<file path="src/rtl/pwp_pkg.sv">
// Package of offsets, field positions and reset values for the peripheral write protector.
package pwp_pkg;

  // Register bus geometry.
  localparam int ADDR_W = 8;
  localparam int DATA_W = 32;

  // Register offsets, byte addresses on the register port.
  localparam logic [7:0] OFF_B0_CLR = 8'h00;
  localparam logic [7:0] OFF_B0_SET = 8'h04;
  localparam logic [7:0] OFF_B1_CLR = 8'h10;
  localparam logic [7:0] OFF_B1_SET = 8'h14;
  localparam logic [7:0] OFF_IRQ_STAT = 8'h20;
  localparam logic [7:0] OFF_IRQ_MASK = 8'h24;

  // Protect bit positions of bank 0.
  localparam int B0_EXT_INTERRUPT_UNIT = 6;
  localparam int B0_CALENDAR_TIMER_UNIT = 5;
  localparam int B0_WATCHDOG_UNIT = 4;
  localparam int B0_CLOCK_GENERATOR_UNIT = 3;
  localparam int B0_SYSTEM_CONTROL_UNIT = 2;
  localparam int B0_POWER_MANAGER_UNIT = 1;

  // Protect bit positions of bank 1.
  localparam int B1_TRACE_BUFFER_UNIT = 6;
  localparam int B1_IO_PORT_UNIT = 3;
  localparam int B1_FLASH_CONTROLLER_UNIT = 2;
  localparam int B1_DEBUG_UNIT = 1;

  // Implemented protect bits and reset values of each bank.
  localparam logic [7:0] IMPL_B0 = 8'h7E;
  localparam logic [7:0] IMPL_B1 = 8'h4E;
  localparam logic [7:0] RST_B0 = 8'h00;
  localparam logic [7:0] RST_B1 = 8'h02;

  // Interrupt status bit positions and reset values.
  localparam int EV_W = 3;
  localparam int EV_DOUBLE_PROTECT = 0;
  localparam int EV_DOUBLE_UNPROTECT = 1;
  localparam int EV_BLOCKED_WRITE = 2;
  localparam logic [2:0] RST_IRQ_STAT = 3'h0;
  localparam logic [2:0] RST_IRQ_MASK = 3'h0;

endpackage

</file>
<file path="src/rtl/pwp_peripheral_write_protect.sv">
// Peripheral write protector with two banks of protect bits and an interrupt block.
//
// Notes on behaviour
// Writing zero leaves protection unchanged.
// Clear register one removes protection.
// Bit reads 1 protected, 0 unprotected.
// Bank 0 set register 0x04, resets zero.
// Bank 1 clear register 0x10, debug protected.
// Bank 1 bits 6,3,2,1; others unused.
// Bank 0 bits read/write, reset to 0.
// Set register one protects; both read same.
// Write to protected peripheral blocked, errors.
// Double protect or unprotect gives error.
// Byte, halfword and word accesses accepted.
// Simultaneous set and clear: clear wins.
`timescale 1ns/100ps

module pwp_peripheral_write_protect #(
  parameter int BANK_W = 8
) (
  input wire logic mclk,
  input wire logic rst,
  input wire logic [7:0] addr,
  input wire logic [31:0] wr_data,
  input wire logic [3:0] wr_be,
  input wire logic wr_stb,
  input wire logic rd_stb,
  output logic [31:0] rd_data_q,
  output logic bus_err_q,
  output logic irq_q,
  output logic [15:0] protect_q,
  input wire logic [15:0] periph_wr_req,
  output logic [15:0] periph_wr_ok_q,
  output logic [15:0] periph_wr_err_q
);

  ////////////////////////////////////////////////////////////////////////////////
  // Elaboration check.

  // Each bank occupies the low byte of its register; other widths are refused.
  if (BANK_W != 8) begin : g_bad_width
    $error("BANK_W must be 8.");
  end

  ////////////////////////////////////////////////////////////////////////////////
  // Address decode and byte lanes.

  // Byte enables mask the write data so partial accesses touch only their lanes.
  logic [31:0] lane_mask;
  logic [31:0] wd;
  assign lane_mask = {{8{wr_be[3]}}, {8{wr_be[2]}}, {8{wr_be[1]}}, {8{wr_be[0]}}};
  assign wd = wr_data & lane_mask;

  // Register selects.
  logic sel_b0_clr;
  logic sel_b0_set;
  logic sel_b1_clr;
  logic sel_b1_set;
  logic sel_stat;
  logic sel_mask;
  logic sel_any;
  assign sel_b0_clr = (addr == pwp_pkg::OFF_B0_CLR);
  assign sel_b0_set = (addr == pwp_pkg::OFF_B0_SET);
  assign sel_b1_clr = (addr == pwp_pkg::OFF_B1_CLR);
  assign sel_b1_set = (addr == pwp_pkg::OFF_B1_SET);
  assign sel_stat = (addr == pwp_pkg::OFF_IRQ_STAT);
  assign sel_mask = (addr == pwp_pkg::OFF_IRQ_MASK);
  assign sel_any = sel_b0_clr | sel_b0_set | sel_b1_clr | sel_b1_set | sel_stat | sel_mask;

  ////////////////////////////////////////////////////////////////////////////////
  // Protect bit update.

  // Implemented positions of both banks; bank 1 sits in the upper byte.
  logic [15:0] impl_mask;
  assign impl_mask = {pwp_pkg::IMPL_B1, pwp_pkg::IMPL_B0};

  // Ones written to a clear or set register, restricted to implemented bits; zeros do nothing.
  logic [15:0] clr_bits;
  logic [15:0] set_bits;
  assign clr_bits = impl_mask & {
    (wr_stb && sel_b1_clr) ? wd[7:0] : 8'h00,
    (wr_stb && sel_b0_clr) ? wd[7:0] : 8'h00};
  assign set_bits = impl_mask & {
    (wr_stb && sel_b1_set) ? wd[7:0] : 8'h00,
    (wr_stb && sel_b0_set) ? wd[7:0] : 8'h00};

  // Next protection state; a clear beats a set aimed at the same bit.
  logic [15:0] protect_d;
  assign protect_d = (protect_q | set_bits) & ~clr_bits;

  // Second protect or second unprotect of the same peripheral is a program-flow fault.
  logic dbl_protect;
  logic dbl_unprotect;
  assign dbl_protect = |(set_bits & protect_q);
  assign dbl_unprotect = |(clr_bits & ~protect_q);

  // Protect bits; bank 0 starts open, bank 1 starts with the debug unit locked.
  always_ff @(posedge mclk) begin
    if (rst) begin
      protect_q <= {pwp_pkg::RST_B1, pwp_pkg::RST_B0};
    end else begin
      protect_q <= protect_d;
    end
  end

  ////////////////////////////////////////////////////////////////////////////////
  // Peripheral write gating.

  // Each peripheral write is passed or refused one cycle later by its protect bit.
  for (genvar i = 0; i < 16; i++) begin : g_gate
    always_ff @(posedge mclk) begin
      if (rst) begin
        periph_wr_ok_q[i] <= 1'b0;
        periph_wr_err_q[i] <= 1'b0;
      end else begin
        periph_wr_ok_q[i] <= periph_wr_req[i] & ~protect_q[i];
        periph_wr_err_q[i] <= periph_wr_req[i] & protect_q[i];
      end
    end
  end

  logic blocked_write;
  assign blocked_write = |(periph_wr_req & protect_q);

  ////////////////////////////////////////////////////////////////////////////////
  // Interrupt status and mask.

  logic [2:0] stat_q;
  logic [2:0] stat_d;
  logic [2:0] mask_q;
  logic [2:0] mask_d;
  logic [2:0] events;
  logic [2:0] stat_clr;

  // Events set sticky bits; a set in the same cycle as a write-one clear wins.
  assign events[pwp_pkg::EV_DOUBLE_PROTECT] = dbl_protect;
  assign events[pwp_pkg::EV_DOUBLE_UNPROTECT] = dbl_unprotect;
  assign events[pwp_pkg::EV_BLOCKED_WRITE] = blocked_write;
  assign stat_clr = (wr_stb && sel_stat) ? wd[2:0] : 3'h0;
  assign stat_d = (stat_q & ~stat_clr) | events;
  assign mask_d = (wr_stb && sel_mask) ? wd[2:0] : mask_q;

  // Status, mask and the level interrupt.
  always_ff @(posedge mclk) begin
    if (rst) begin
      stat_q <= pwp_pkg::RST_IRQ_STAT;
      mask_q <= pwp_pkg::RST_IRQ_MASK;
      irq_q <= 1'b0;
    end else begin
      stat_q <= stat_d;
      mask_q <= mask_d;
      irq_q <= |(stat_d & mask_d);
    end
  end

  ////////////////////////////////////////////////////////////////////////////////
  // Read path and bus error.

  // Clear and set registers of a bank return the same protect bits.
  logic [31:0] rd_mux;
  assign rd_mux =
    (sel_b0_clr | sel_b0_set) ? {24'h000000, protect_q[7:0]} :
    (sel_b1_clr | sel_b1_set) ? {24'h000000, protect_q[15:8]} :
    sel_stat ? {29'h0, stat_q} :
    sel_mask ? {29'h0, mask_q} :
    32'h00000000;

  // Bus error marks a double protect, double unprotect or unmapped access.
  logic bus_err_d;
  assign bus_err_d = (wr_stb & (dbl_protect | dbl_unprotect | ~sel_any)) |
                     (rd_stb & ~sel_any);

  // Read data stands only in the cycle after the read strobe.
  always_ff @(posedge mclk) begin
    if (rst) begin
      rd_data_q <= 32'h00000000;
      bus_err_q <= 1'b0;
    end else begin
      rd_data_q <= rd_stb ? rd_mux : 32'h00000000;
      bus_err_q <= bus_err_d;
    end
  end

endmodule // pwp_peripheral_write_protect

</file>
<file path="config.mk">
export PLATFORM = sky130hd
export DESIGN_NAME = pwp_peripheral_write_protect
export DESIGN_NICKNAME = d
export VERILOG_FILES = /design/src/rtl/pwp_pkg.sv /design/src/rtl/pwp_peripheral_write_protect.sv
export SDC_FILE = /design/constraint.sdc
export NUM_CORES = 1
export LEC_CHECK = 0
export ABC_AREA = 1
export BUFFER_PORTS_ARGS = -buffer_cell sky130_fd_sc_hd__buf_2
export CORE_UTILIZATION = 30
export CTS_BUF_LIST = sky130_fd_sc_hd__clkbuf_8
export CTS_CLUSTER_SIZE = 12
export DETAILED_ROUTE_END_ITERATION = 16
export HOLD_SLACK_MARGIN = 0.08
export SETUP_SLACK_MARGIN = 0.5
export SLEW_MARGIN = 20
export SYNTH_ARGS = -nofsm -noshare
export SYNTH_HDL_FRONTEND = slang
export SYNTH_SLANG_ARGS = --single-unit
</file>
<file path="constraint.sdc">
create_clock -name mclk -period 1.1 [get_ports mclk]
set_clock_uncertainty 0.1 [all_clocks]
set_input_delay 0.055 -clock mclk [delete_from_list [all_inputs] [get_ports mclk]]
set_output_delay 0.055 -clock mclk [all_outputs]
set_load 0.05 [all_outputs]
</file>
# Word-level counts from Yosys, hierarchy flattened
# Index checks and enable logic that the tools add are counted.
[op_classes]
eq_ne = 5
muxes = 10
n_bitwise = 73
n_reduce_logical = 13
[ops]
columns = ["operator", "count"]
rows = [
  ["$reduce_or A16 Y1", 3],
  ["$and A1 B1 Y1", 34],
  ["$and A15 B16 Y16", 2],
  ["$and A16 B16 Y16", 2],
  ["$mux W7", 4],
  ["$not A1 Y1", 18],
  ["$eq A8 B5 Y1 const B", 2],
  ["$eq A8 B6 Y1 const B", 2],
  ["$mux W8", 2],
  ["$not A15 Y16", 1],
  ["$not A16 Y16", 1],
  ["$or A16 B15 Y16", 1],
  ["$mux W3", 4],
  ["$or A1 B1 Y1", 9],
  ["$eq A8 B3 Y1 const B", 1],
  ["$logic_not A8 Y1", 1],
  ["$and A7 B7 Y7", 1],
  ["$and A3 B3 Y3", 2],
  ["$logic_and A1 B1 Y1", 6],
  ["$reduce_or A5 Y1", 1],
  ["$not A3 Y3", 1],
  ["$or A3 B3 Y3", 1],
  ["$reduce_or A3 Y1", 1],
  ["$reduce_or A2 Y1", 1],
]
[totals]
reg_bits = 88
input_bits = 64
out_inout_bits = 82
wordCells = 140

# Depth between registers and ports, before layout
# Gate-level depths: netlist of run 1.
[depth]
depth_word = 10
ltp_mapped = 11
depth_no_buf = 11

# Worst setup path before layout of run 1
# No wires, ideal clock.
[synth_timing]
kind = "flip-flop to flip-flop"
start = "register protect_q[4]"
end = "register stat_q[1]"
setup_time_ns = 0.115
arrival_ns = 1.351
required_ns = 0.885
setup_slack_ns = -0.466
stages_incl_launch_ff = 7
n_path_buf = 0
period_less_slack_ns = 1.566
path_cell_list = "dfxtp_1 inv_1 nand4_1 nand2_1 nor2_1 nand4_1 and2_1"
[synth_via]
elab_chain_cells = 4
[synth_lines]
columns = ["element", "line_no", "rtl"]
rows = [
  ["start, declared", "pwp_peripheral_write_protect.sv:31", "output logic [15:0] protect_q,"],
  ["start signal, assigned", "pwp_peripheral_write_protect.sv:100", "protect_q <= {pwp_pkg::RST_B1, pwp_pkg::RST_B0};"],
  ["start signal, assigned", "pwp_peripheral_write_protect.sv:102", "protect_q <= protect_d;"],
  ["$not A16 Y16", "pwp_peripheral_write_protect.sv:95", "assign dbl_unprotect = |(clr_bits & ~protect_q);"],
  ["$and A15 B16 Y16", "pwp_peripheral_write_protect.sv:95", ""],
  ["$reduce_or A16 Y1", "pwp_peripheral_write_protect.sv:95", ""],
  ["$or A3 B3 Y3", "pwp_peripheral_write_protect.sv:140", "assign stat_d = (stat_q & ~stat_clr) | events;"],
  ["end signal, assigned", "pwp_peripheral_write_protect.sv:146", "stat_q <= pwp_pkg::RST_IRQ_STAT;"],
  ["end signal, assigned", "pwp_peripheral_write_protect.sv:150", "stat_q <= stat_d;"],
  ["end, declared", "pwp_peripheral_write_protect.sv:128", "logic [2:0] stat_q;"],
]
# No other way between the ends.
# A chain may end at the register's enable or synchronous reset.

# Worst setup path after layout of run 1
[layout_timing]
start = "register protect_q[3]"
end = "register stat_q[1]"
# Same word-level chain as after synthesis.

==> results of run 1 <==
cell type report:
class,count,area (um2)
fillers,662,3170
repair buffers,150,1570
multi-input cells,222,1450
flip-flops and latches,51,1190
inverters,42,178
well taps,102,128
clock buffers,5,68.8
clock inverters,3,16.3
per-stage QoR:
| stage | setup TNS (ns) | util | total power, mW | instances |
|---|---|---|---|---|
| after detailed placement | -4.96 | 0.451 | 2.63 | 550 |
| after global routing | -2.52 | 0.592 | 3.94 | 575 |
| after global placement | -4.33 | 0.451 | 2.62 | 550 |
| final | -1.51 | 0.592 | 3.79 | 575 |
| after CTS | -0.958 | 0.564 | 3.79 | 564 |
| after floorplan | -0.422 | - | 2.52 | 358 |
registers in the layout, indices dropped and copies added, names as in the netlist:
register and count:
bus_err_q 1, rd_data_q 7, protect_q 10, periph_wr_err_q 10
stat_q 3, periph_wr_ok_q 16, irq_q 1, mask_q 3
repair_timing:
action,CTS,global route
pin swaps,28,21
gates resized for setup,209,35
setup buffers,5,11
setup endpoints to repair,90,90
cloned,1,0
endpoints found under the hold margin,31,29
cells in the final DEF (no fill, tap or decap), types with 2 or more instances in the layout:
cell type  instances
dfxtp_4           45
buf_8             45
buf_6             39
nand2_1           38
conb_1            37
buf_4             32
buf_2             31
inv_1             24
nand4_1           22
nor2_1            20
nor2_4            16
inv_2             12
nor2_2            12
nand2_4           11
o21ai_1           10
nand3_1            7
a21oi_1            7
nor3_2             7
inv_4              6
o21ai_2            6
nand2_2            6
dfxtp_1            6
clkbuf_8           5
o21ai_4            3
a221oi_2           3
buf_12             3
nor3_4             2
o22ai_1            2
a21oi_2            2
and2_1             2
path summary, 6_finish.rpt:
check,depth (start not counted),endpoint
max,7,stat_q[1]$_SDFF_PP0_
min,3,periph_wr_ok_q[13]$_SDFF_PP0_
max reg2reg,7,stat_q[1]$_SDFF_PP0_
min reg2reg,2,rd_data_q[0]$_SDFF_PP0_
power by group through the flow:
stage	clock network (mW)	registers (mW)	logic, mW
floorplan	0	1.98	0.542
CTS	1.08	1.82	0.888
global route	1.15	1.83	0.961
detailed placement	0	1.85	0.778
finish	1.05	1.82	0.916
global placement	0	1.85	0.772
worst register-to-register path, stage by stage, from the launching register on:
cell and delay, ns:
dfxtp_4 0.37, inv_4 0.03, buf_4 0.14, nand4_1 0.09
nand2_1 0.07, nor2_2 0.11, nand4_1 0.14, and2_1 0.17
cells by family after synthesis:
family | Yosys count
AO/OA/AOI/OAI | 38
buffers and inverters | 86
flip-flops | 51
other | 1
AND/OR/NAND/NOR | 146
per-layer routing:
| layer | track usage | vias up | wire length [um] |
|---|---|---|---|
| met5 | 0 | - | 0 |
| met4 | 0.0456 | 0 | 180 |
| met3 | 0.0340 | 21 | 601 |
| met2 | 0.328 | 144 | 3830 |
| met1 | 0.228 | 1198 | 2930 |
| li1 | - | 1276 | - |
==> flow_metrics.tcl, run 1 <==
set metrics [dict create \
    cts_root_buffer "clkbuf_8" \
    io_pins 146 \
    die_area_mm2 0.00846 \
    die_x_um 92.0 \
    cp.arrival_ns 1.41 \
    drc 0 \
    startpoint "protect_q[3]$_SDFF_PP0_" \
    synth-simple-area-share 0.297 \
    fmax_ghz 0.771 \
    grt_pass1_vias 2442 \
    synth_seq_cells 51 \
    fin_crit_sh 1.18 \
    power_density_mw_per_mm2 825 \
    cp_slowest_cell "dfxtp_4" \
    max-vdd-ir-drop_v 0.000479 \
    max_stage_delay_ns 0.37 \
    synth_mux_area_frac 0 \
    drv_slew 0 \
    worst_path_most_repeated_cell "nand4_1" \
    placed_area_mm2 0.00350 \
    p_comb_frac 0.241 \
    rows 32 \
    clk_transition_reported_paths_ns 0.10 \
    final_cell_area_mm2 0.00460 \
    cts.sinks 51 \
    ant_nets 0 \
    p_leak_nw 2.14 \
    synth_area_mm2 0.00243 \
    grtUsageTotal 0.184 \
    switching_power_mw 1.29 \
    synth_top_family_by_area "simple AND/OR/NAND/NOR gates" \
    area_delta_synth_final_pct 89.2 \
    violations "hold timing, setup timing" \
    hp-class "in -> reg" \
    rsz0062_at_grt "true" \
    wl_per_cell_um 13.1 \
    overflow 0 \
    antenna_found_initial 0 \
    layout_min_cycle_time_ns 1.30 \
    hp-start "periph_wr_req[13]" \
    portBuffers 80 \
    synth_edf_count 0 \
    worst_slack_ns -0.197 \
    rrSetupSlack_ns -0.20 \
    clock_latency_ns 0.31 \
    path_buf_inv 2 \
    avgSynthCellArea_um2 7.55 \
    power.share.sequential 0.480 \
    core_mm2 0.00777 \
    synth_common_cells "nand2_1 (52), dfxtp_1 (51), inv_1 (40), nor2_1 (40), buf_4 (37)" \
    crit_fanout 4 \
    p_int_mw 2.50 \
    netlist.area_leader.share 0.420 \
    synth_top_area_cell "dfxtp_1" \
    ys_types 29 \
    rr_startpoint "protect_q[3]$_SDFF_PP0_" \
    crit_family "simple AND/OR/NAND/NOR gates" \
    synth_compound_gate_area_share 0.0911 \
    cts-buffers-inserted 5 \
    first_pass_iters 4 \
    gp_congestion 0.928 \
    worstPathCellList "inv_4, buf_4, nand4_1, nand2_1, nor2_2, nand4_1, and2_1" \
    drv_cap 0 \
    ys.flop_type "dfxtp_1" \
    grt_pass1_wl_mm 12.2 \
    vias 2639 \
    start_util 0.313 \
    routed_via_density 4.59 \
    cp.required_ns 1.22 \
    async_flop_share 0 \
    nets 536 \
    pwr-share-clk 0.278 \
    setup_violations 16 \
    post-place-ws_ns -0.297 \
    synth_xor_xnor_area_share 0 \
    yosysMostFrequentCell "nand2_1" \
    synth_area_leaders "dfxtp_1 (42%), buf_4 (11%), nand2_1 (8.0%)" \
    drt-total-wl_mm 7.54 \
    critPathCaptureType "flip-flop" \
    cts_tree "yes" \
    switching_share 0.340 \
    fin_hold_ws_ns -0.153 \
    hold_violations 19 \
    dpl.hpwl_mm 5.37 \
    ys_warn_count 0 \
    status "finished, violations left" \
    cts_max_path_buffers 2 \
    antenna_cells 0 \
    synth_cells 322 \
    cp-start-kind "flip-flop" \
    grt_start_max_net_pins 28 \
    synth-adder-area-share 0 \
    drive_gt1_frac 0.624 \
    htree_levels 2 \
    worstSetupPathType "reg -> reg" \
    die_y_um 92.0 \
    yosysSeqAreaShare 0.420 \
    detail_route.iter0.violations 190 \
]
(Power assumes the default switching activity.)
==> run 2: changes to the inputs <==
==> constraint.sdc (replaced) <==
create_clock -name mclk -period 1.4 [get_ports mclk]
set_clock_uncertainty 0.1 [all_clocks]
set_input_delay 0.21 -clock mclk [delete_from_list [all_inputs] [get_ports mclk]]
set_output_delay 0.21 -clock mclk [all_outputs]
set_load 0.05 [all_outputs]
==> flow_metrics.tcl, run 2 (synthesis results as in run 1) <==
set metrics [dict create \
    fmax_ghz 0.719 \
    cp.arrival_ns 1.50 \
    clk_transition_reported_paths_ns 0.09 \
    vias 2501 \
    top_register "periph_wr_ok_q" \
    fin_tns_setup_ns 0 \
    first_pass_iters 4 \
    routed_via_density 4.51 \
    overflow 0 \
    pwr-share-clk 0.293 \
    drt-total-wl_mm 7.10 \
    core_mm2 0.00777 \
    area_delta_synth_final_pct 72.8 \
    p_comb_frac 0.229 \
    grt_pass1_wl_mm 10.8 \
    cts_tree "yes" \
    final_cell_mix "buf_8 (45), nand2_1 (40), conb_1 (37), dfxtp_2 (35), inv_1 (30)" \
    drv_slew 0 \
    die_y_um 92.0 \
    worstSetupPathType "in -> reg" \
    hp-class "in -> reg" \
    fin_crit_sh 0.993 \
    grt_start_max_net_pins 20 \
    nets 515 \
    drc 0 \
    rsz0062_at_grt "true" \
    drv_cap 0 \
    switching_share 0.329 \
    crit_fanout 2 \
    cts_max_path_buffers 2 \
    rows 32 \
    largest_reg_flops 16 \
    ant_nets 0 \
    power_density_mw_per_mm2 741 \
    fin_hold_ws_ns 0.0292 \
    grtUsageTotal 0.163 \
    layout_commonest_cell "buf_8" \
    antenna_found_initial 0 \
    die_area_mm2 0.00846 \
    largestRegisters "periph_wr_ok_q x16, periph_wr_err_q x10, protect_q x10" \
    cp-start-kind "primary input" \
    cp.required_ns 1.51 \
    layout_min_cycle_time_ns 1.39 \
    dpl.hpwl_mm 4.96 \
    setup_violations 0 \
    p_int_mw 2.09 \
    grt_pass1_vias 2329 \
    hold_violations 0 \
    cts-buffers-inserted 5 \
    detail_route.iter0.violations 167 \
    power.share.sequential 0.478 \
    portBuffers 80 \
    htree_levels 2 \
    die_x_um 92.0 \
    wl_per_cell_um 12.8 \
    cts_root_buffer "clkbuf_8" \
    io_pins 146 \
    cts.sinks 51 \
    clock_latency_ns 0.31 \
    start_util 0.313 \
    p_leak_nw 1.98 \
    drive_gt1_frac 0.542 \
    status "completed" \
    critPathCaptureType "flip-flop" \
    gp_congestion 0.877 \
    p_total_mw 3.11 \
    antenna_cells 0 \
    switching_power_mw 1.02 \
    max-vdd-ir-drop_v 0.000369 \
]
==> run 2: changes by cell type in the layout (fill, tap and decap cells not counted), moves of 6 or more <==
| cell | previous run | this run |
|---|---|---|
| nor3_1 | 1 | 7 |
| dfxtp_4 | 45 | 9 |
| buf_6 | 39 | 25 |
| dfxtp_2 | 0 | 35 |
| nand2_4 | 11 | 5 |
| dlygate4sd3_1 | 0 | 8 |
| nor2_1 | 20 | 26 |
| inv_1 | 24 | 30 |
| nor3_2 | 7 | 1 |
| buf_4 | 32 | 20 |
==> run 2: layout make-up <==
class	count	area [um2]
inverter	42	174
clock inverter	2	15.0
fill	708	3570
multi-input combinational	222	1340
tap	102	128
sequential	51	1100
clock buffer	6	82.6
timing repair buffer	129	1370
==> run 2: final timing paths <==
check | slack (ns) | from | to | depth (start not counted)
worst min register to register | 0.35 | protect_q[14]$_SDFF_PP0_ | periph_wr_ok_q[14]$_SDFF_PP0_ | 1
worst max register to register | 0.02 | protect_q[10]$_SDFF_PP0_ | stat_q[1]$_SDFF_PP0_ | 6
worst max-delay path | 0.009 | periph_wr_req[5] | irq_q$_SDFF_PP0_ | 8
worst min-delay path | 0.03 | periph_wr_req[14] | periph_wr_ok_q[14]$_SDFF_PP0_ | 3
==> run 2: power by group through the flow <==
stage	Combinational (mW)	Sequential [mW]	Clock (mW)
after global routing	0.749	1.49	1.01
after floorplan	0.417	1.60	0
after global placement	0.588	1.50	0
after CTS	0.675	1.48	0.936
after detailed placement	0.590	1.51	0
final	0.712	1.49	0.913
==> run 2: stage by stage <==
step           cells  utilization  area (um2)  worst slack, ns
2_1_floorplan    358            -        2690           0.0826
5_1_grt          554        0.541        4200          -0.0585
3_5_place_dp     529        0.407        3160           -0.208
4_1_cts          549        0.501        3890           0.0109
6_report         554        0.541        4200          0.00912
3_3_place_gp     529        0.407        3160           -0.215
==> run 2: what timing repair did <==
action                                 4_1_cts  5_1_grt
gates resized for setup                    180       76
hold buffers                                 9        2
endpoints found under the hold margin       24       14
pin swaps                                   32       28
setup endpoints to repair                   70       78
buffers inserted                             2        5
cloned                                       1        0
==> run 2: metal layers <==
layer / GRT usage / part of all wire / vias to the layer above
met4: 0.0313 / 0.0075 / 0
met3: 0.0290 / 0.063 / 6
met5: 0 / 0 / -
li1: - / - / 1231
met2: 0.305 / 0.52 / 106
met1: 0.193 / 0.41 / 1158
==> run 2: worst max-delay path, stage by stage <==
cell           delay, ns
buf_2               0.09
dlygate4sd3_1       0.57
nand2_1             0.13
nand3_2             0.13
nor3_4              0.15
nand2_1             0.07
nand3_1             0.08
nand3_2             0.07
==> run 3: changes to the inputs <==
- clock period: 1.4 -> 1.2 ns (I/O delays scaled with it)
==> flow_metrics.tcl, run 3 (synthesis results as in run 1) <==
set metrics [dict create \
    grt_start_max_net_pins 18 \
    layout_min_cycle_time_ns 1.33 \
    vias 2661 \
    nets 543 \
    drc 0 \
    p_comb_frac 0.248 \
    p_int_mw 2.31 \
    cp.required_ns 0.92 \
    cp.arrival_ns 1.05 \
    layout_commonest_cell "buf_8" \
    antenna_cells 0 \
    clock_latency_ns 0.31 \
    grtUsageTotal 0.198 \
    cts_max_path_buffers 2 \
    routed_via_density 4.57 \
    first_pass_iters 4 \
    fin_crit_sh 1.11 \
    gp_congestion 0.910 \
    cp-start-kind "flip-flop" \
    drt-total-wl_mm 8.31 \
    detail_route.iter0.violations 124 \
    violations "hold timing, setup timing" \
    overflow 0 \
    rr_startpoint "protect_q[3]$_SDFF_PP0_" \
    rows 32 \
    core_mm2 0.00777 \
    portBuffers 80 \
    critPathCaptureType "primary output" \
    drv_slew 0 \
    cts-buffers-inserted 5 \
    die_x_um 92.0 \
    fill_cells 664 \
    drv_cap 0 \
    worstSetupPathType "reg -> out" \
    max-vdd-ir-drop_v 0.000386 \
    dp_cells 550 \
    pwr-share-clk 0.278 \
    io_pins 146 \
    final_cell_area_mm2 0.00473 \
    hp-start "periph_wr_req[15]" \
    switching_power_mw 1.21 \
    dpl.hpwl_mm 5.79 \
    rsz0062_at_grt "true" \
    start_util 0.313 \
    worst_slack_ns -0.128 \
    p_leak_nw 2.14 \
    htree_levels 2 \
    ant_nets 0 \
    antenna_found_initial 0 \
    die_y_um 92.0 \
    cts_tree "yes" \
    final_cell_mix "buf_8 (47), dfxtp_4 (45), buf_6 (45), conb_1 (37), nand2_1 (36)" \
    drive_gt1_frac 0.629 \
    hp-class "in -> reg" \
    status "finished, violations left" \
    final_cells 582 \
    die_area_mm2 0.00846 \
    top_register "periph_wr_ok_q" \
    fin_hold_ws_ns -0.0311 \
    grt_pass1_vias 2583 \
    placed_area_mm2 0.00349 \
    area_delta_synth_final_pct 94.5 \
    switching_share 0.344 \
    wl_per_cell_um 14.3 \
    power.share.sequential 0.474 \
    cts_root_buffer "clkbuf_8" \
    clk_transition_reported_paths_ns 0.09 \
    hold_violations 7 \
    largestRegisters "periph_wr_ok_q x16, periph_wr_err_q x10, protect_q x10" \
    grt_pass1_wl_mm 13.0 \
    startpoint "protect_q[11]$_SDFF_PP0_" \
    fmax_ghz 0.753 \
    largest_reg_flops 16 \
    setup_violations 16 \
    crit_fanout 4 \
    cts.sinks 51 \
    power_density_mw_per_mm2 747 \
]
## run 3: changes by cell type in the layout (fill, tap and decap cells not counted), sizes merged
| cell | delta |
|---|---|
| buf | +36 |
| dlygate4sd3 | -8 |
| nor2 | +1 |
| clkinv | +1 |
| clkbuf | -1 |
| dlymetal6s4s | -1 |
## run 3: final cells by class
| cell class | instances | area, um2 | share of cell area |
|---|---|---|---|
| repair buffers | 156 | 1640 | 0.347 |
| multi-input cells | 223 | 1500 | 0.317 |
| clock inverters | 3 | 16.3 | 0.00344 |
| clock buffers | 5 | 68.8 | 0.0146 |
| inverters | 42 | 183 | 0.0387 |
| well taps | 102 | 128 | 0.0270 |
| flip-flops and latches | 51 | 1190 | 0.252 |
## run 3: final timing paths
kind              slack [ns]  depth (start not counted)                             to
setup / recovery       -0.13                          3                  protect_q[11]
hold / removal         -0.03                          3  periph_wr_ok_q[15]$_SDFF_PP0_
setup reg to reg       -0.12                          7           stat_q[1]$_SDFF_PP0_
hold reg to reg         0.37                          2        rd_data_q[0]$_SDFF_PP0_
## run 3: through the flow
| step | TNS (ns) | hold WS (ns) | power [mW] | util | setup slack (ns) |
|---|---|---|---|---|---|
| after floorplan | -0.274 | 0.177 | 2.32 | - | -0.0901 |
| final | -0.901 | -0.0311 | 3.53 | 0.608 | -0.128 |
| after global routing | -2.00 | -0.0339 | 3.68 | 0.608 | -0.256 |
| after detailed placement | -6.72 | 0.291 | 2.41 | 0.450 | -0.373 |
| after global placement | -6.38 | 0.285 | 2.41 | 0.450 | -0.350 |
| after CTS | -0.625 | -0.0368 | 3.52 | 0.568 | -0.132 |
## run 3: critical path, stage by stage (launching register included)
cell	delay, ns
dfxtp_4	0.36
buf_6	0.11
buf_8	0.13
buf_8	0.14
## run 3: power by group through the flow
stage,clock network (mW),logic [mW],registers (mW)
finish,0.982,0.875,1.67
CTS,1.01,0.839,1.67
floorplan,0,0.501,1.82
global route,1.09,0.920,1.68
detailed placement,0,0.710,1.70
global placement,0,0.709,1.70
## run 3: metal layers
layer | part of all wire | GRT usage
met5 | 0 | 0
met1 | 0.42 | 0.247
met3 | 0.049 | 0.0357
met2 | 0.50 | 0.345
met4 | 0.025 | 0.0625
## run 3: timing repair
action | CTS | global route
hold endpoints to repair | 16 | 16
cloned | 2 | 0
endpoints found under the setup margin | 88 | 90
pin swaps | 49 | 21
resized for setup | 216 | 54
buffers inserted | 8 | 14
